===== config.mk =====
export PLATFORM = sky130hd
export DESIGN_NAME = ccim_ctrl
export DESIGN_NICKNAME = d
export VERILOG_FILES = /design/src/ccim_pkg.sv /design/src/ccim_ctrl.sv
export SDC_FILE = /design/constraint.sdc
export NUM_CORES = 1
export LEC_CHECK = 0
export CORE_UTILIZATION = 50
export CTS_CLUSTER_DIAMETER = 30
export DETAILED_ROUTE_END_ITERATION = 10
export DONT_BUFFER_PORTS = 1
export PLACE_DENSITY = 0.65
export SLEW_MARGIN = 20
export SYNTH_ARGS = -nofsm -noshare
export SYNTH_HDL_FRONTEND = slang
export SYNTH_SLANG_ARGS = --single-unit

===== constraint.sdc =====
create_clock -name pclk -period 3.2 [get_ports pclk]
set_clock_uncertainty 0.2 [all_clocks]
set_input_delay 0.16 -clock pclk [delete_from_list [all_inputs] [get_ports pclk]]
set_output_delay 0.16 -clock pclk [all_outputs]
set_load 0.05 [all_outputs]

===== src/ccim_pkg.sv =====
package ccim_pkg;

  // apb register byte offsets
  localparam logic [11:0] CCIM_OFF_STATUS = 12'h000;
  localparam logic [11:0] CCIM_OFF_FLAGS  = 12'h004;
  localparam logic [11:0] CCIM_OFF_VPAGE  = 12'h008;
  localparam logic [11:0] CCIM_OFF_ACKCNT = 12'h00C;

  // condition flag bit positions in the flag byte
  localparam int CCIM_FLG_TOP    = 7;
  localparam int CCIM_FLG_NULL   = 6;
  localparam int CCIM_FLG_NIBBLE = 4;
  localparam int CCIM_FLG_PAROV  = 2;
  localparam int CCIM_FLG_SUB    = 1;
  localparam int CCIM_FLG_WRAP   = 0;

  // status register field positions
  localparam int CCIM_ST_LATCH_A = 0;
  localparam int CCIM_ST_LATCH_B = 1;
  localparam int CCIM_ST_MODE_LO = 2;
  localparam int CCIM_ST_HALTED  = 4;
  localparam int CCIM_ST_HOLD    = 5;

  // reset values
  localparam logic [7:0] CCIM_FLAGS_RST = 8'h00;
  localparam logic [7:0] CCIM_VPAGE_RST = 8'h00;

  // opcodes
  localparam logic [7:0] CCIM_OP_CARRY_SET = 8'h37;
  localparam logic [7:0] CCIM_OP_HALT      = 8'h76;
  localparam logic [7:0] CCIM_OP_MASK_OFF  = 8'hF3;
  localparam logic [7:0] CCIM_OP_UNMASK    = 8'hFB;
  localparam logic [7:0] CCIM_OP_PREFIX    = 8'hED;
  localparam logic [7:0] CCIM_OP_MODE_ZERO = 8'h46;
  localparam logic [7:0] CCIM_OP_MODE_ONE  = 8'h56;
  localparam logic [7:0] CCIM_OP_MODE_TWO  = 8'h5E;

  localparam logic [15:0] CCIM_RESTART_ADDR = 16'h0038;

  // timing: one clock state is one pclk cycle of 25 ns
  localparam int CCIM_CLK_NS        = 25;
  localparam int CCIM_TSTATE_NS     = 25;
  localparam int CCIM_TSTATE_CYC    = (CCIM_TSTATE_NS + CCIM_CLK_NS - 1)
                                      / CCIM_CLK_NS;
  localparam int CCIM_TSTATES_PER_M = 4;
  localparam logic [3:0] CCIM_MCYC_CLKS =
    4'(CCIM_TSTATES_PER_M * CCIM_TSTATE_CYC);
  // one count: the op after unmask clears it at its take, so that op's
  // own end is the first boundary that may accept
  localparam logic [1:0] CCIM_UNMASK_HOLD = 2'h1;

  typedef enum logic [1:0] {
    CCIM_MODE_FIXED,
    CCIM_MODE_RESTART,
    CCIM_MODE_VECTOR
  } ccim_mode_e;

  typedef enum logic [2:0] {
    CCIM_IDLE,
    CCIM_EXEC,
    CCIM_PREFIX,
    CCIM_HALT,
    CCIM_ACK,
    CCIM_TBL_LO,
    CCIM_TBL_HI
  } ccim_state_e;

endpackage


===== src/ccim_ctrl.sv =====
// Functional notes
// - carry set: wrap flag set, nibble and subtract cleared, others kept
// - carry set is opcode 37, one machine cycle of four states
// - opcode 76 halts until interrupt or reset, four states
// - while halted, idle machine cycles repeat like the idle op
// - F3 clears both enable latches in four states, no flags touched
// - disable takes effect during its own execution
// - after disable the request is ignored until unmask sets latches
// - with latches clear no request is answered
// - FB sets both latches, four states, flags untouched
// - unmask and the next instruction are never interrupted
// - ED 46 selects mode zero in two machine cycles
// - mode zero runs the instruction the peripheral puts on the bus
// - mode zero first byte in acknowledge, rest by normal reads
// - ED 56 selects mode one in two machine cycles
// - mode one calls 0038 and ignores the data bus
// - ED 5E selects mode two in two machine cycles
// - mode two pointer is vector page high, vector low
// - mode two reads routine address from table, then calls it
// - enable and disable leave every flag unchanged
//
// Register access over APB and the register addresses are this design's own decisions.
module ccim_ctrl
  import ccim_pkg::*;
(
  input  wire logic        pclk,
  input  wire logic        presetn,
  input  wire logic        psel,
  input  wire logic        penable,
  input  wire logic        pwrite,
  input  wire logic [11:0] paddr,
  input  wire logic [31:0] pwdata,
  output logic      [31:0] prdata,
  output logic             pready,
  output logic             pslverr,
  input  wire logic        op_valid,
  input  wire logic [7:0]  op_byte,
  output logic             op_ready,
  input  wire logic        irq_n,
  input  wire logic [7:0]  data_bus_in,
  output logic             int_ack,
  output logic             halted,
  output logic             inject_valid,
  output logic      [7:0]  inject_byte,
  output logic             call_valid,
  output logic      [15:0] call_addr,
  output logic             mem_rd_req,
  output logic      [15:0] mem_rd_addr,
  input  wire logic        mem_rd_ack,
  input  wire logic [7:0]  mem_rd_data
);

  typedef struct packed {
    ccim_state_e state;
    logic [3:0]  clk_cnt;
    logic [1:0]  m_left;
    logic        latch_a;
    logic        latch_b;
    logic [1:0]  hold;
    ccim_mode_e  mode;
    logic [7:0]  flags;
    logic [7:0]  vpage;
    logic [15:0] ack_cnt;
    logic        irq_s1;
    logic        irq_s2;
    logic [7:0]  bus_s1;
    logic [7:0]  bus_s2;
    logic [15:0] ptr;
    logic [7:0]  tbl_lo;
    logic        int_ack;
    logic        inject_valid;
    logic [7:0]  inject_byte;
    logic        call_valid;
    logic [15:0] call_addr;
    logic        mem_rd_req;
    logic [31:0] prdata;
    logic        pslverr;
  } ccim_s;

  ccim_s st_r;
  ccim_s st_nxt;

  logic        setup_ph;
  logic        acc_ph;
  logic        mcyc_end;
  logic        irq_take;
  logic        hw_flag;
  logic [7:0]  flag_val;
  logic [31:0] rd_val;
  logic        rd_hit;

  assign setup_ph = psel & ~penable;
  assign acc_ph   = psel & penable;
  assign mcyc_end = (st_r.clk_cnt == CCIM_MCYC_CLKS - 4'h1);
  // only latch a gates acceptance; the hold covers unmask and its follower
  assign irq_take = st_r.latch_a & ~st_r.irq_s2 &
                    (st_r.hold == 2'h0);

  always_comb begin
    rd_hit = 1'b1;
    unique case (paddr)
      CCIM_OFF_STATUS: begin
        rd_val = '0;
        rd_val[CCIM_ST_LATCH_A]            = st_r.latch_a;
        rd_val[CCIM_ST_LATCH_B]            = st_r.latch_b;
        rd_val[CCIM_ST_MODE_LO +: 2]       = st_r.mode;
        rd_val[CCIM_ST_HALTED]             = (st_r.state == CCIM_HALT);
        rd_val[CCIM_ST_HOLD]               = (st_r.hold != 2'h0);
      end
      CCIM_OFF_FLAGS:  rd_val = {24'h000000, st_r.flags};
      CCIM_OFF_VPAGE:  rd_val = {24'h000000, st_r.vpage};
      CCIM_OFF_ACKCNT: rd_val = {16'h0000, st_r.ack_cnt};
      default: begin
        rd_val = '0;
        rd_hit = 1'b0;
      end
    endcase
  end

  always_comb begin
    st_nxt = st_r;
    op_ready = 1'b0;
    hw_flag  = 1'b0;
    flag_val = st_r.flags;

    // request pin passes two flops before anything looks at it
    st_nxt.irq_s1 = irq_n;
    st_nxt.irq_s2 = st_r.irq_s1;
    st_nxt.bus_s1 = data_bus_in;
    st_nxt.bus_s2 = st_r.bus_s1;

    st_nxt.inject_valid = 1'b0;
    st_nxt.call_valid   = 1'b0;
    st_nxt.clk_cnt      = mcyc_end ? 4'h0 : st_r.clk_cnt + 4'h1;

    // apb: answer is prepared in the setup cycle, zero wait states
    if (setup_ph) begin
      st_nxt.prdata  = pwrite ? 32'h00000000 : rd_val;
      st_nxt.pslverr = ~rd_hit | (pwrite & (paddr == CCIM_OFF_STATUS));
    end

    unique case (st_r.state)
      CCIM_IDLE: begin
        st_nxt.clk_cnt = 4'h0;
        if (irq_take) begin
          st_nxt.state   = CCIM_ACK;
          st_nxt.int_ack = 1'b1;
          st_nxt.latch_a = 1'b0;
          st_nxt.latch_b = 1'b0;
        end else if (op_valid) begin
          op_ready      = 1'b1;
          st_nxt.state  = CCIM_EXEC;
          st_nxt.m_left = 2'h0;
          st_nxt.clk_cnt = 4'h1;
          if (st_r.hold != 2'h0) begin
            st_nxt.hold = st_r.hold - 2'h1;
          end
          unique case (op_byte)
            CCIM_OP_CARRY_SET: begin
              hw_flag  = 1'b1;
              flag_val[CCIM_FLG_WRAP]   = 1'b1;
              flag_val[CCIM_FLG_NIBBLE] = 1'b0;
              flag_val[CCIM_FLG_SUB]    = 1'b0;
            end
            CCIM_OP_HALT: begin
              st_nxt.state = CCIM_HALT;
            end
            CCIM_OP_MASK_OFF: begin
              // cleared at decode so its own boundary is already shut
              st_nxt.latch_a = 1'b0;
              st_nxt.latch_b = 1'b0;
            end
            CCIM_OP_UNMASK: begin
              st_nxt.latch_a = 1'b1;
              st_nxt.latch_b = 1'b1;
              st_nxt.hold    = CCIM_UNMASK_HOLD;
            end
            CCIM_OP_PREFIX: begin
              st_nxt.state = CCIM_PREFIX;
            end
            default: ;
          endcase
        end
      end
      CCIM_EXEC: begin
        if (mcyc_end) begin
          if (st_r.m_left == 2'h0) begin
            st_nxt.state = CCIM_IDLE;
          end else begin
            st_nxt.m_left = st_r.m_left - 2'h1;
          end
        end
      end
      CCIM_PREFIX: begin
        // second byte is taken once the first machine cycle is over
        if (st_r.clk_cnt == 4'h0) begin
          st_nxt.clk_cnt = 4'h0;
          if (op_valid) begin
            op_ready       = 1'b1;
            st_nxt.state   = CCIM_EXEC;
            st_nxt.clk_cnt = 4'h1;
            unique case (op_byte)
              CCIM_OP_MODE_ZERO: st_nxt.mode = CCIM_MODE_FIXED;
              CCIM_OP_MODE_ONE:  st_nxt.mode = CCIM_MODE_RESTART;
              CCIM_OP_MODE_TWO:  st_nxt.mode = CCIM_MODE_VECTOR;
              default: ;
            endcase
          end
        end
      end
      CCIM_HALT: begin
        // idle machine cycles; the request is looked at only at their ends
        if (mcyc_end && irq_take) begin
          st_nxt.state   = CCIM_ACK;
          st_nxt.int_ack = 1'b1;
          st_nxt.latch_a = 1'b0;
          st_nxt.latch_b = 1'b0;
        end
      end
      CCIM_ACK: begin
        if (mcyc_end) begin
          st_nxt.int_ack = 1'b0;
          st_nxt.ack_cnt = st_r.ack_cnt + 16'h0001;
          unique case (st_r.mode)
            CCIM_MODE_FIXED: begin
              // decoder fetches further bytes by normal reads
              st_nxt.inject_valid = 1'b1;
              st_nxt.inject_byte  = st_r.bus_s2;
              st_nxt.state        = CCIM_IDLE;
            end
            CCIM_MODE_RESTART: begin
              st_nxt.call_valid = 1'b1;
              st_nxt.call_addr  = CCIM_RESTART_ADDR;
              st_nxt.state      = CCIM_IDLE;
            end
            CCIM_MODE_VECTOR: begin
              st_nxt.ptr        = {st_r.vpage, st_r.bus_s2};
              st_nxt.mem_rd_req = 1'b1;
              st_nxt.state      = CCIM_TBL_LO;
            end
            default: st_nxt.state = CCIM_IDLE;
          endcase
        end
      end
      CCIM_TBL_LO: begin
        if (mem_rd_ack) begin
          st_nxt.tbl_lo = mem_rd_data;
          st_nxt.ptr    = st_r.ptr + 16'h0001;
          st_nxt.state  = CCIM_TBL_HI;
        end
      end
      CCIM_TBL_HI: begin
        if (mem_rd_ack) begin
          st_nxt.mem_rd_req = 1'b0;
          st_nxt.call_valid = 1'b1;
          st_nxt.call_addr  = {mem_rd_data, st_r.tbl_lo};
          st_nxt.state      = CCIM_IDLE;
        end
      end
      default: st_nxt.state = CCIM_IDLE;
    endcase

    // a flag change by an instruction wins over a software write
    if (acc_ph && pwrite && paddr == CCIM_OFF_FLAGS && !hw_flag) begin
      st_nxt.flags = pwdata[7:0];
    end else begin
      st_nxt.flags = flag_val;
    end
    if (acc_ph && pwrite && paddr == CCIM_OFF_VPAGE) begin
      st_nxt.vpage = pwdata[7:0];
    end
  end

  always_ff @(posedge pclk or negedge presetn) begin
    if (!presetn) begin
      st_r              <= '0;
      st_r.state        <= CCIM_IDLE;
      st_r.mode         <= CCIM_MODE_FIXED;
      st_r.flags        <= CCIM_FLAGS_RST;
      st_r.vpage        <= CCIM_VPAGE_RST;
      st_r.irq_s1       <= 1'b1;
      st_r.irq_s2       <= 1'b1;
    end else begin
      st_r <= st_nxt;
    end
  end

  assign prdata       = st_r.prdata;
  assign pready       = 1'b1;
  assign pslverr      = st_r.pslverr & acc_ph;
  assign int_ack      = st_r.int_ack;
  assign halted       = (st_r.state == CCIM_HALT);
  assign inject_valid = st_r.inject_valid;
  assign inject_byte  = st_r.inject_byte;
  assign call_valid   = st_r.call_valid;
  assign call_addr    = st_r.call_addr;
  assign mem_rd_req   = st_r.mem_rd_req;
  assign mem_rd_addr  = st_r.ptr;

endmodule


# Yosys cells after proc, flatten, opt, wreduce, memory -nomap -nowiden
# Index checks and enable logic that the tools add are counted.
# word_totals
regBits	150
inputBits	76
output_inout_bits	80
wordCells	175
# classes
n_addsub	5
eq_ne	37
muxes	60
n_bitwise	11
n_reduce_logical	37
# ops
cell	n
one-hot mux 16 bit (4 select lines)	1
one-hot mux 18 bit (2 select lines)	1
adder 16 x 1 -> 16 bit (second input constant)	2
== test 8 x 7 -> 1 bit (second input constant)	4
two-way mux 16 bit	2
two-way mux 32 bit	1
one-hot mux 16 bit (2 select lines)	1
AND reduction 4 bit	8
two-way mux 28 bit	1
== test 12 x 4 -> 1 bit (second input constant)	2
== test 8 bit (second input constant)	3
two-way mux 24 bit	1
two-way mux 3 bit	8
!= test 2 bit (second input constant)	11
one-hot mux 3 bit (7 select lines)	1
two-way mux 2 bit	10
two-way mux 18 bit	1
two-way mux 9 bit	2
nonzero test 2 bit	9
two-way mux 17 bit	1
one-hot mux 2 bit (2 select lines)	4
two-way mux 1 bit	15
two-way mux 7 bit	2
two-way mux 13 bit	1
35 further kinds	58

# Logic depth before layout (Yosys ltp)
# Gate-level depths: netlist of the first run.
# logic_depth
word_depth	9
mapped_depth	8
depth_no_buf	7

# Worst setup path after synthesis of the first run
# OpenSTA, ideal clock, no wires.
# synth_path
path_kind	reg2reg
from	register st_r[143] (netlist name)
to	register st_r[147] (netlist name)
setup_ps	128
arrival_ps	1725
required_ps	2872
path_slack_ps	1147
path_stages_with_launch	7
path_buffers	1
period_less_slack_ps	2053
cell_sequence	dfrtp_1 -> ha_1 -> or3b_1 -> buf_4 -> o311ai_2 -> nand3_1 -> mux2_1
# synth_between
elab_chain_len	4
word_cells_on_any_way	8
cone_classes	eq/ne: 5; reduce/logical: 3
# synth_rtl
item	line_no	rtl
start, declared	ccim_ctrl.sv:80	ccim_s st_r;
start signal, assigned	ccim_ctrl.sv:284	st_r <= st_nxt;
== test 4 x 2 -> 1 bit	ccim_ctrl.sv:94	assign mcyc_end = (st_r.clk_cnt == CCIM_MCYC_CLKS - 4'h1);
logical AND 1 bit	ccim_ctrl.sv:213	if (mcyc_end && irq_take) begin
!= test 2 x 1 -> 1 bit (no source line)	-	
AND reduction 9 bit (no source line) (*)	-	
# Every way passes the cells marked *; elsewhere a longest branch is shown, timed or not.
# A chain may end at the register's enable or synchronous reset.

# Worst setup path after layout of the first run
# layout_path
from	input port paddr[3]
to	register st_r[127] (netlist name)
# layout_between
elab_chain_len	5
word_cells_on_any_way	9
cone_classes	eq/ne: 2; mux: 1; reduce/logical: 6
# layout_rtl
item	line_no	rtl
start, declared	ccim_ctrl.sv:31	input wire logic [11:0] paddr,
== test 12 x 3 -> 1 bit (*)	ccim_ctrl.sv:264	if (acc_ph && pwrite && paddr == CCIM_OFF_FLAGS && !hw_flag) begin
logical AND 1 bit (*) (2 in series)	ccim_ctrl.sv:264	
!= test 2 x 1 -> 1 bit (no source line) or nonzero test 2 bit (tied branches)	-	
AND reduction 4 bit (no source line)	-	
# Marked as above.

==> qor.yml, run 1 <==
outcome:
  status: "finished with violations"
  violations: "negative hold slack"
drt:
  first_iter_violations: 282
  wl_um: 14800
  vias_per_cell: 5.66
  dr.pass1.iters: 5
  drc: 0
  postRouteAntennaNets: 0
  post_drt_wl_per_cell_um: 18.0
  via_count: 4639
logic_synthesis:
  yosysMostFrequentCell: "dfrtp_1"
  ys_seq_area_share_pct: 49.7
  yosys-top-cells-count: "dfrtp_1 (131), nand2_1 (77), buf_4 (74)"
  syn_area_per_cell_um2: 10.6
  synth_top_cell_by_area: "dfrtp_1"
  ys_warn_count: 0
  synth-seq-cells: 133
  ys_top_cells_by_area: "dfrtp_1 (49%), buf_4 (8.3%), nand2_1 (4.3%)"
  synth_top_area_share_pct: 48.9
  synth_edf_count: 0
  synthCells: 630
  synth_cell_types: 77
  yosys_most_used_dff: "dfrtp_1"
  async_flop_share_pct: 100
  syn-cell-area_mm2: 0.00671
hold_path:
  hold_path_class: "in2async"
setup_path:
  cp_cell_sequence: "dlygate4sd3_1, nor4b_1, dlygate4sd3_1, nand3_2, dlygate4sd3_1, a211o_1"
  cp.arrival_ns: 2.93
  critPathLaunchType: "primary input"
  crit_fanout: 14
  end_kind: "register"
  path_delay_family: "buffers and inverters"
  critPathBufInv: 3
  crit_slowest_cell: "dlygate4sd3_1"
  cpMostUsedCell: "dlygate4sd3_1"
  critPathRequiredTime_ns: 3.30
  slowest_delay_ns: 0.73
  worstSetupPathType: "in2reg"
cts:
  cts_buffers: 17
  post_cts_buffers: 0
  cts_sinks: 133
  cts_resized: 0
  clk_latency_ns: 0.42
  htreeDepth: 4
  cts_tree: "done"
  clockBufferDepth: 2
  clockRootBuffer: "clkbuf_16"
  ctsHoldBuffers: 56
  clk_pin_slew_ns: 0.05
grt:
  overflow: 0
  grt_pass1_vias: 4732
  antenna_found_initial: 0
  gr-usage-all-layers_pct: 22.5
  grt_pass1_wl_um: 24400
  grt_max_degree: 134
sta:
  setup_ws_ns: 0.367
  drv_slew: 0
  fin_crit_sh_pct: 88.5
  finalSetupTns_ns: 0
  relSlewSlack_pct: 50.8
  tightestPinTransition_ns: 0.737
  fmax_ghz: 0.353
  setup_viol: 0
  rsz0062_at_grt: "no"
  period_minus_slack_ns: 2.83
  holdWs_ns: -0.758
  finalHoldViolCount: 133
pwr:
  cellPowerDensity_mw_per_mm2: 833
  p_seq_share_pct: 47.9
  p_sw_share_pct: 38.0
  p_switching_w: 0.00240
  ir_drop_mv: 0.363
  p_comb_share_pct: 19.6
  power.leakage_nw: 3.48
  p_clk_share_pct: 32.5
  internal_power_w: 0.00391
run:
  maxCapViolCount: 0
finish:
  fin_area_mm2: 0.00758
  fill_cells: 1110
  drive_gt1_share_pct: 12.8
  antenna_cells: 0
  final_core_util_pct: 59.1
  final_net_count: 717
  syn_to_final_growth_pct: 13.0
floorplan:
  core-area_mm2: 0.0128
  die_h_um: 118
  pin_count: 156
  std_cell_rows: 41
  die_w_um: 118
  initial_core_util_pct: 52.3
  dieArea_mm2: 0.0139
placed_design:
  pre_cts_ws_ns: 0.731
  place_area_mm2: 0.00640
  gp_congestion: 0.802
  hpwl_um: 9670
  port_buffers: 0
-- layer usage --
metal / up-vias / track usage [%] / routed length (µm)
met3: 22 / 6.20 / 709
met5: - / 0 / 0
met4: 0 / 11.5 / 322
met2: 129 / 36.4 / 7470
met1: 2333 / 27.6 / 6280
li1: 2155 / - / -
-- worst paths after layout --
check	slack, ns	from	end	depth (start not counted)
setup / recovery	0.37	paddr[3]	st_r[127]$_DFFE_PN0P_	6
setup reg to reg	0.45	st_r[143]$_DFF_PN0_	st_r[135]$_DFFE_PN0P_	8
max in group asynchronous	3.29	presetn	st_r[101]$_DFF_PN1_	0
min in group pclk	0.01	paddr[2]	st_r[126]$_DFFE_PN0P_	4
hold reg to reg	0.15	st_nxt[88]$_DFF_PN0_	st_r[88]$_DFF_PN0_	0
hold / removal	-0.76	presetn	prdata[15]$_DFFE_PN0P_	0
-- layout make-up --
type | count | area [µm²] | share of cell area [%]
Multi-Input combinational cell | 400 | 2710 | 35.7
Tap cell | 172 | 215 | 2.84
Inverter | 15 | 56.3 | 0.743
Timing Repair Buffer | 68 | 651 | 8.59
Clock inverter | 9 | 151 | 2.00
Clock buffer | 22 | 464 | 6.13
Sequential cell | 133 | 3330 | 44.0
-- power groups by stage --
stage / registers (W) / logic [W] / clock network, W
6_report: 0.00302 / 0.00124 / 0.00205
5_1_grt: 0.00308 / 0.00137 / 0.00215
4_1_cts: 0.00302 / 0.00124 / 0.00208
3_5_place_dp: 0.00305 / 0.00116 / 0
3_3_place_gp: 0.00303 / 0.00111 / 0
2_1_floorplan: 0.00225 / 0.00190 / 0
-- through the flow --
stage	instances	total power, W	hold WS, ns
detailed placement	732	0.00421	-0.332
floorplan	645	0.00415	-0.336
CTS	819	0.00635	-0.781
finish	819	0.00631	-0.758
global route	819	0.00660	-0.779
global placement	732	0.00414	-0.332
-- cell families (layout without fill, tap and decap cells) --
group | Yosys count | count (layout) | synth area share, %
DFF | 133 | 133 | 49.7
other | 2 | 17 | 0.112
and+or+nand+nor | 209 | 209 | 17.4
muxes | 31 | 31 | 5.86
AOI/OAI and AO/OA | 118 | 118 | 12.6
adders and majority gates | 6 | 6 | 1.12
buffers and inverters | 112 | 114 | 10.8
xor gates and xnor gates | 19 | 19 | 2.48
-- layout by cell type (no fill, tap or decap), types with 13 or more instances in the layout --
master	n
dfrtp_1	131
nand2_1	77
dlygate4sd3_1	56
nor2_1	28
o21ai_1	26
a22o_1	24
nand3_1	22
conb_1	17
clkbuf_16	17
a21oi_1	15
inv_1	14
mux2_4	13
-- worst register-to-register path: stages, from the launching register on --
cell	delay, ns
dfrtp_1	0.40
inv_1	0.08
ha_1	0.16
and4bb_1	0.26
nand3_1	0.13
or4_1	0.62
o21ai_1	0.15
o31ai_1	0.08
dlygate4sd3_1	0.56
-- registers in the layout, summed over array words and instances, names as in the netlist --
register      cells
mem_rd_addr      16
st_nxt            9
int_ack           1
call_addr        16
st_r             59
flag_val          5
inject_byte       8
mem_rd_req        1
prdata           16
inject_valid      1
call_valid        1
No activity file was read; power rests on OpenSTA's default activity.
==> run 2, diff against run 1 <==
--- a/config.mk
+++ b/config.mk
@@ -10,7 +10,7 @@
 export DETAILED_ROUTE_END_ITERATION = 10
 export DONT_BUFFER_PORTS = 1
 export PLACE_DENSITY = 0.65
-export SLEW_MARGIN = 20
+export SLEW_MARGIN = 40
 export SYNTH_ARGS = -nofsm -noshare
 export SYNTH_HDL_FRONTEND = slang
 export SYNTH_SLANG_ARGS = --single-unit
==> constraint.sdc (replaced) <==
create_clock -name pclk -period 3.44 [get_ports pclk]
set_clock_uncertainty 0.2 [all_clocks]
set_input_delay 0.172 -clock pclk [delete_from_list [all_inputs] [get_ports pclk]]
set_output_delay 0.172 -clock pclk [all_outputs]
set_load 0.05 [all_outputs]
==> run 2 against run 1 <==
The flow still finishes with violations (negative hold slack). Critical path depth increased by 3. Worst hold slack gained 0.011 ns. Global-route usage rose by 0.15 points. Worst setup slack worse by 0.13 ns. First-iteration DRC count fell by 7.8%. Non-clock buffer count shrank 7. Sequential power is 6% lower. Sequential share of layout area is 0.79 points higher. Critical endpoint is now st_r[136]$_DFFE_PN0P_. Via count shrank 1.9%. Core utilization decreased by 1.0 points. Register-to-register slack got worse by 0.22 ns. Combinational power shrank 10%.
==> qor.yml, run 2 (synthesized netlist as in run 1, its figures left out) <==
grt:
  gr-usage-all-layers_pct: 22.7  # was 22.5%
  grt_pass1_vias: 4742  # was 4732
  antenna_found_initial: 0  # unchanged
  overflow: 0  # unchanged
  grt_max_degree: 134  # unchanged
  grt_pass1_wl_um: 24500  # was 24400 µm
cts:
  ctsHoldBuffers: 52  # was 56
  clockBufferDepth: 2  # unchanged
  clk_pin_slew_ns: 0.06  # was 0.05 ns
  cts_sinks: 133  # unchanged
  clockRootBuffer: "clkbuf_16"  # unchanged
  post_cts_buffers: 0  # unchanged
  htreeDepth: 4  # unchanged
  cts_buffers: 17  # unchanged
  clk_latency_ns: 0.41  # was 0.42 ns
  cts_tree: "done"  # unchanged
pwr:
  internal_power_w: 0.00338  # was 0.00391 W
  p_seq_share_pct: 50.9  # was 47.9%
  p_switching_w: 0.00222  # was 0.00240 W
  cellPowerDensity_mw_per_mm2: 752  # was 833 mW/mm²
  power.leakage_nw: 3.42  # was 3.48 nW
  p_clk_share_pct: 29.4  # was 32.5%
  ir_drop_mv: 0.338  # was 0.363 mV
  p_comb_share_pct: 19.7  # was 19.6%
  p_sw_share_pct: 39.7  # was 38.0%
floorplan:
  dieArea_mm2: 0.0139  # unchanged
  die_h_um: 118  # unchanged
  initial_core_util_pct: 52.3  # unchanged
  pin_count: 156  # unchanged
  core-area_mm2: 0.0128  # unchanged
  die_w_um: 118  # unchanged
  std_cell_rows: 41  # unchanged
drt:
  via_count: 4551  # was 4639
  wl_um: 14900  # was 14800 µm
  first_iter_violations: 260  # was 282
  drc: 0  # unchanged
  postRouteAntennaNets: 0  # unchanged
  dr.pass1.iters: 4  # was 5
  vias_per_cell: 5.60  # was 5.66
  post_drt_wl_per_cell_um: 18.3  # was 18.0 µm
finish:
  syn_to_final_growth_pct: 11.0  # was 13.0%
  final_common_cell: "dfrtp_1"  # unchanged
  final_net_count: 710  # was 717
  drive_gt1_share_pct: 12.9  # was 12.8%
  fin_area_mm2: 0.00745  # was 0.00758 mm²
  largest_reg_flops: 59  # unchanged
  final_cell_mix: "dfrtp_1 (130), nand2_1 (77), dlygate4sd3_1 (52)"  # was dfrtp_1 (131), nand2_1 (77), dlygate4sd3_1 (56)
  largest-register: "st_r"  # unchanged
  antenna_cells: 0  # unchanged
placed_design:
  place_area_mm2: 0.00638  # was 0.00640 mm²
  hpwl_um: 9630  # was 9670 µm
  port_buffers: 0  # unchanged
  gp_congestion: 0.796  # was 0.802
sta:
  period_minus_slack_ns: 3.21
  finalSetupTns_ns: 0  # unchanged
  drv_slew: 0  # unchanged
  fin_crit_sh_pct: 93.2
  setup_viol: 0  # unchanged
  fmax_ghz: 0.312
  relSlewSlack_pct: 53.4  # was 50.8%
  tightestPinTransition_ns: 0.699  # was 0.737 ns
  rsz0062_at_grt: "no"  # unchanged
  finalHoldViolCount: 133  # unchanged
  holdWs_ns: -0.747  # was -0.758 ns
outcome:
  violations: "negative hold slack"  # unchanged
  status: "finished with violations"  # unchanged
setup_path:
  end_kind: "register"  # unchanged
  cp.arrival_ns: 3.35  # was 2.93 ns
  crit_fanout: 4  # was 14
  critPathRequiredTime_ns: 3.58  # was 3.30 ns
  critPathLaunchType: "register"  # was primary input
  worstSetupPathType: "reg2reg"  # was in2reg
run:
  maxCapViolCount: 0  # unchanged
hold_path:
  hold_path_class: "in2async"  # unchanged
## run 2: changes by cell type in the layout (fill, tap and decap cells not counted), moves of 2 or more
cell	previous run	this run
dlygate4sd3_1	56	52
clkbuf_8	2	4
buf_4	12	9
bufinv_16	4	0
clkinvlp_4	1	4
## run 2: what timing repair did
action / in CTS / in global routing
gates resized for setup: 0 / 2
endpoints found under the hold margin: 194 / 133
endpoints found under the setup margin: 0 / 1
## run 2: final cells by class
cell class / count / area, µm²
timing repair buffer: 61 / 588
inverter: 15 / 56.3
clock inverter: 8 / 50.0
tap: 172 / 215
clock buffer: 24 / 492
fill: 1098 / 5380
sequential: 133 / 3330
multi-input combinational: 400 / 2710
## run 2: final timing paths
check                                      from                     to  slack, ns  cells past startpoint
max                         st_r[143]$_DFF_PN0_  st_r[136]$_DFFE_PN0P_       0.23                      9
min                                     presetn  prdata[1]$_DFFE_PN0P_      -0.75                      0
max reg2reg                 st_r[143]$_DFF_PN0_  st_r[136]$_DFFE_PN0P_       0.23                      9
min reg2reg                st_nxt[92]$_DFF_PN0_     st_r[92]$_DFF_PN0_       0.15                      0
max in group asynchronous               presetn  st_nxt[101]$_DFF_PN1_       3.56                      0
min in group pclk                      paddr[2]  prdata[2]$_DFFE_PN0P_       0.03                      4
## run 2: worst max-delay path, stage by stage, from the launching register on
cell and delay (ns):
dfrtp_1 0.41, inv_1 0.07, ha_1 0.16, and4bb_1 0.25, nand3_1 0.14, or4_4 0.56, nor2_1 0.12, dlygate4sd3_1 0.56
o22a_1 0.13, dlygate4sd3_1 0.54
## run 2: power groups by stage
stage / registers [W] / clock network, W / logic (W)
final: 0.00285 / 0.00164 / 0.00111
after global routing: 0.00290 / 0.00175 / 0.00123
after CTS: 0.00285 / 0.00168 / 0.00110
after detailed placement: 0.00288 / 0 / 0.00103
after global placement: 0.00286 / 0 / 0.000979
after floorplan: 0.00209 / 0 / 0.00177
## run 2: layer usage
| layer | wire length, µm | share of wire [%] | vias up | track usage [%] |
|---|---|---|---|---|
| met5 | 0 | 0 | - | 0 |
| met4 | 254 | 1.7 | 0 | 10.4 |
| met3 | 722 | 4.9 | 19 | 6.64 |
| met2 | 7630 | 51 | 118 | 37.5 |
| met1 | 6240 | 42 | 2277 | 27.3 |
| li1 | - | - | 2137 | - |
## run 2: metrics by stage
| stage | total power (W) | cells | setup slack, ns | util [%] |
|---|---|---|---|---|
| 2_1_floorplan | 0.00386 | 645 | 1.39 | - |
| 3_3_place_gp | 0.00384 | 729 | 0.975 | 49.7 |
| 3_5_place_dp | 0.00390 | 729 | 0.936 | 49.7 |
| 4_1_cts | 0.00563 | 813 | 0.233 | 58.0 |
| 5_1_grt | 0.00587 | 813 | 0.0739 | 58.1 |
| 6_report | 0.00560 | 813 | 0.233 | 58.1 |
==> run 3, diff against run 2 <==
--- a/config.mk
+++ b/config.mk
@@ -5,12 +5,12 @@
 export SDC_FILE = /design/constraint.sdc
 export NUM_CORES = 1
 export LEC_CHECK = 0
+export CORE_ASPECT_RATIO = 0.7
 export CORE_UTILIZATION = 50
 export CTS_CLUSTER_DIAMETER = 30
 export DETAILED_ROUTE_END_ITERATION = 10
 export DONT_BUFFER_PORTS = 1
 export PLACE_DENSITY = 0.65
-export SLEW_MARGIN = 40
 export SYNTH_ARGS = -nofsm -noshare
 export SYNTH_HDL_FRONTEND = slang
 export SYNTH_SLANG_ARGS = --single-unit
==> run 3 against run 2 <==
The run still ends with negative hold slack left. Critical path depth unchanged. Final cell count shrank 2.1%. Sequential share of layout area increased by 0.17 points. Combinational power shrank 4%.
==> qor.yml, run 3 (synthesized netlist as in run 1, its figures left out) <==
cts:
  htreeDepth: 4  # unchanged
  cts_tree: "done"  # unchanged
  clk_pin_slew_ns: 0.06  # about the same
  cts_resized: 0  # unchanged
  cts_sinks: 133  # unchanged
  clockBufferDepth: 2  # unchanged
  cts_buffers: 17  # unchanged
  ctsHoldBuffers: 46  # was 52
  clockRootBuffer: "clkbuf_16"  # unchanged
  clk_latency_ns: 0.41  # about the same
placed_design:
  hpwl_um: 10200  # was 9630 µm
  port_buffers: 0  # unchanged
  gp_congestion: 0.833  # was 0.796
  pre_cts_ws_ns: 0.883  # was 0.936 ns
setup_path:
  r2r_slack_ns: 0.17  # was 0.23 ns
  crit_fanout: 4  # unchanged
  cp.arrival_ns: 3.42  # was 3.35 ns
  reg2reg_to: "st_r[136]$_DFFE_PN0P_"  # unchanged
  critPathLaunchType: "register"  # unchanged
  critPathRequiredTime_ns: 3.59  # was 3.58 ns
  ff2ff_path_depth: 9  # unchanged
  end_kind: "register"  # unchanged
  reg2reg_from: "st_r[143]$_DFF_PN0_"  # unchanged
  worstSetupPathType: "reg2reg"  # unchanged
drt:
  vias_per_cell: 5.81  # was 5.60
  postRouteAntennaNets: 0  # unchanged
  first_iter_violations: 437  # was 260
  via_count: 4623  # was 4551
  post_drt_wl_per_cell_um: 19.3  # was 18.3 µm
  drc: 0  # unchanged
  wl_um: 15300  # was 14900 µm
  dr.pass1.iters: 5  # was 4
sta:
  finalHoldViolCount: 133  # unchanged
  fin_crit_sh_pct: 95.1  # was 93.2%
  period_minus_slack_ns: 3.27  # was 3.21 ns
  rsz0062_at_grt: "no"  # unchanged
  setup_ws_ns: 0.169  # was 0.233 ns
  holdWs_ns: -0.746  # was -0.747 ns
  finalSetupTns_ns: 0  # unchanged
  tightestPinTransition_ns: 0.752  # was 0.699 ns
  drv_slew: 0  # unchanged
  relSlewSlack_pct: 49.9  # was 53.4%
  setup_viol: 0  # unchanged
  fmax_ghz: 0.306  # was 0.312 GHz
floorplan:
  dieArea_mm2: 0.0139  # about the same
  core-area_mm2: 0.0128  # about the same
  die_w_um: 140  # was 118 µm
  pin_count: 156  # unchanged
  std_cell_rows: 34  # was 41
  initial_core_util_pct: 52.5  # was 52.3%
  die_h_um: 98.9  # was 118 µm
finish:
  drive_gt1_share_pct: 12.9  # about the same
  syn_to_final_growth_pct: 10.6  # was 11.0%
  final_cell_mix: "dfrtp_1 (131), nand2_1 (77), dlygate4sd3_1 (46)"  # was dfrtp_1 (130), nand2_1 (77), dlygate4sd3_1 (52)
  final_net_count: 704  # was 710
  final_common_cell: "dfrtp_1"  # unchanged
  largest_reg_flops: 59  # unchanged
  antenna_cells: 0  # unchanged
  largest-register: "st_r"  # unchanged
outcome:
  violations: "negative hold slack"  # unchanged
  status: "finished with violations"  # unchanged
hold_path:
  hold_path_class: "in2async"  # unchanged
grt:
  antenna_found_initial: 0  # unchanged
  gr-usage-all-layers_pct: 23.4  # was 22.7%
  grt_max_degree: 134  # unchanged
  overflow: 0  # unchanged
  grt_pass1_wl_um: 25000  # was 24500 µm
  grt_pass1_vias: 4701  # was 4742
pwr:
  power.leakage_nw: 3.45  # was 3.42 nW
  cellPowerDensity_mw_per_mm2: 775  # was 752 mW/mm²
  ir_drop_mv: 0.373  # was 0.338 mV
  p_total_w: 0.00575  # was 0.00560 W
run:
  maxCapViolCount: 0  # unchanged
[run 3: changes by cell type in the layout (fill, tap and decap cells not counted), moves of 2 or more]
cell / before / now
clkinvlp_4: 4 / 0
clkbuf_1: 3 / 1
dlygate4sd3_1: 52 / 46
clkinv_4: 0 / 4
clkbuf_8: 4 / 0
bufinv_16: 0 / 3
[run 3: worst max path at each step]
stage	from	endpoint
after global placement	st_r[147]$_DFFE_PN0P_	mem_rd_addr[8]$_DFFE_PN0P_
after CTS	st_r[143]$_DFF_PN0_	st_r[136]$_DFFE_PN0P_
final	st_r[143]$_DFF_PN0_	st_r[136]$_DFFE_PN0P_
after detailed placement	st_r[147]$_DFFE_PN0P_	mem_rd_addr[2]$_DFFE_PN0P_
after floorplan	st_r[143]$_DFF_PN0_	st_r[147]$_DFFE_PN0P_
after global routing	st_r[143]$_DFF_PN0_	st_r[136]$_DFFE_PN0P_
[run 3: layout make-up]
| type | instances | area, µm² |
|---|---|---|
| multi-input combinational | 400 | 2710 |
| clock buffer | 18 | 429 |
| fill | 1063 | 5350 |
| sequential | 133 | 3330 |
| clock inverter | 13 | 159 |
| inverter | 15 | 56.3 |
| tap | 162 | 203 |
| timing repair buffer | 55 | 528 |
[run 3: stage by stage]
stage                     utilization, %  instances  cell area (µm²)
after CTS                           58.1        796             7410
after global placement              49.9        719             6370
after floorplan                        -        645             6760
final                               58.1        796             7410
after detailed placement            49.9        719             6370
after global routing                58.1        796             7410
[run 3: critical path, cell delays in order (launching register included)]
cell	delay, ns
dfrtp_1	0.41
inv_1	0.07
ha_1	0.16
and4bb_1	0.26
nand3_1	0.11
or4_1	0.62
nor2_1	0.12
dlygate4sd3_1	0.56
o22a_1	0.14
dlygate4sd3_1	0.54
[run 3: power breakdown]
| group | leakage, nW | internal, W | switching [W] |
|---|---|---|---|
| Combinational | 1.42 | 0.000486 | 0.000582 |
| Clock | 0.294 | 0.00113 | 0.000683 |
| Sequential | 1.73 | 0.00188 | 0.000987 |
[run 3: metal layers]
layer | track usage [%] | share of wire, %
met1 | 32.8 | 46
met5 | 0 | 0
met3 | 7.39 | 8.7
met2 | 34.2 | 44
met4 | 7.61 | 1.0
[run 3: timing repair]
item / CTS / global route
endpoints found under the hold margin: 197 / 133
setup buffers: 0 / 0
endpoints found under the setup margin: 0 / 0
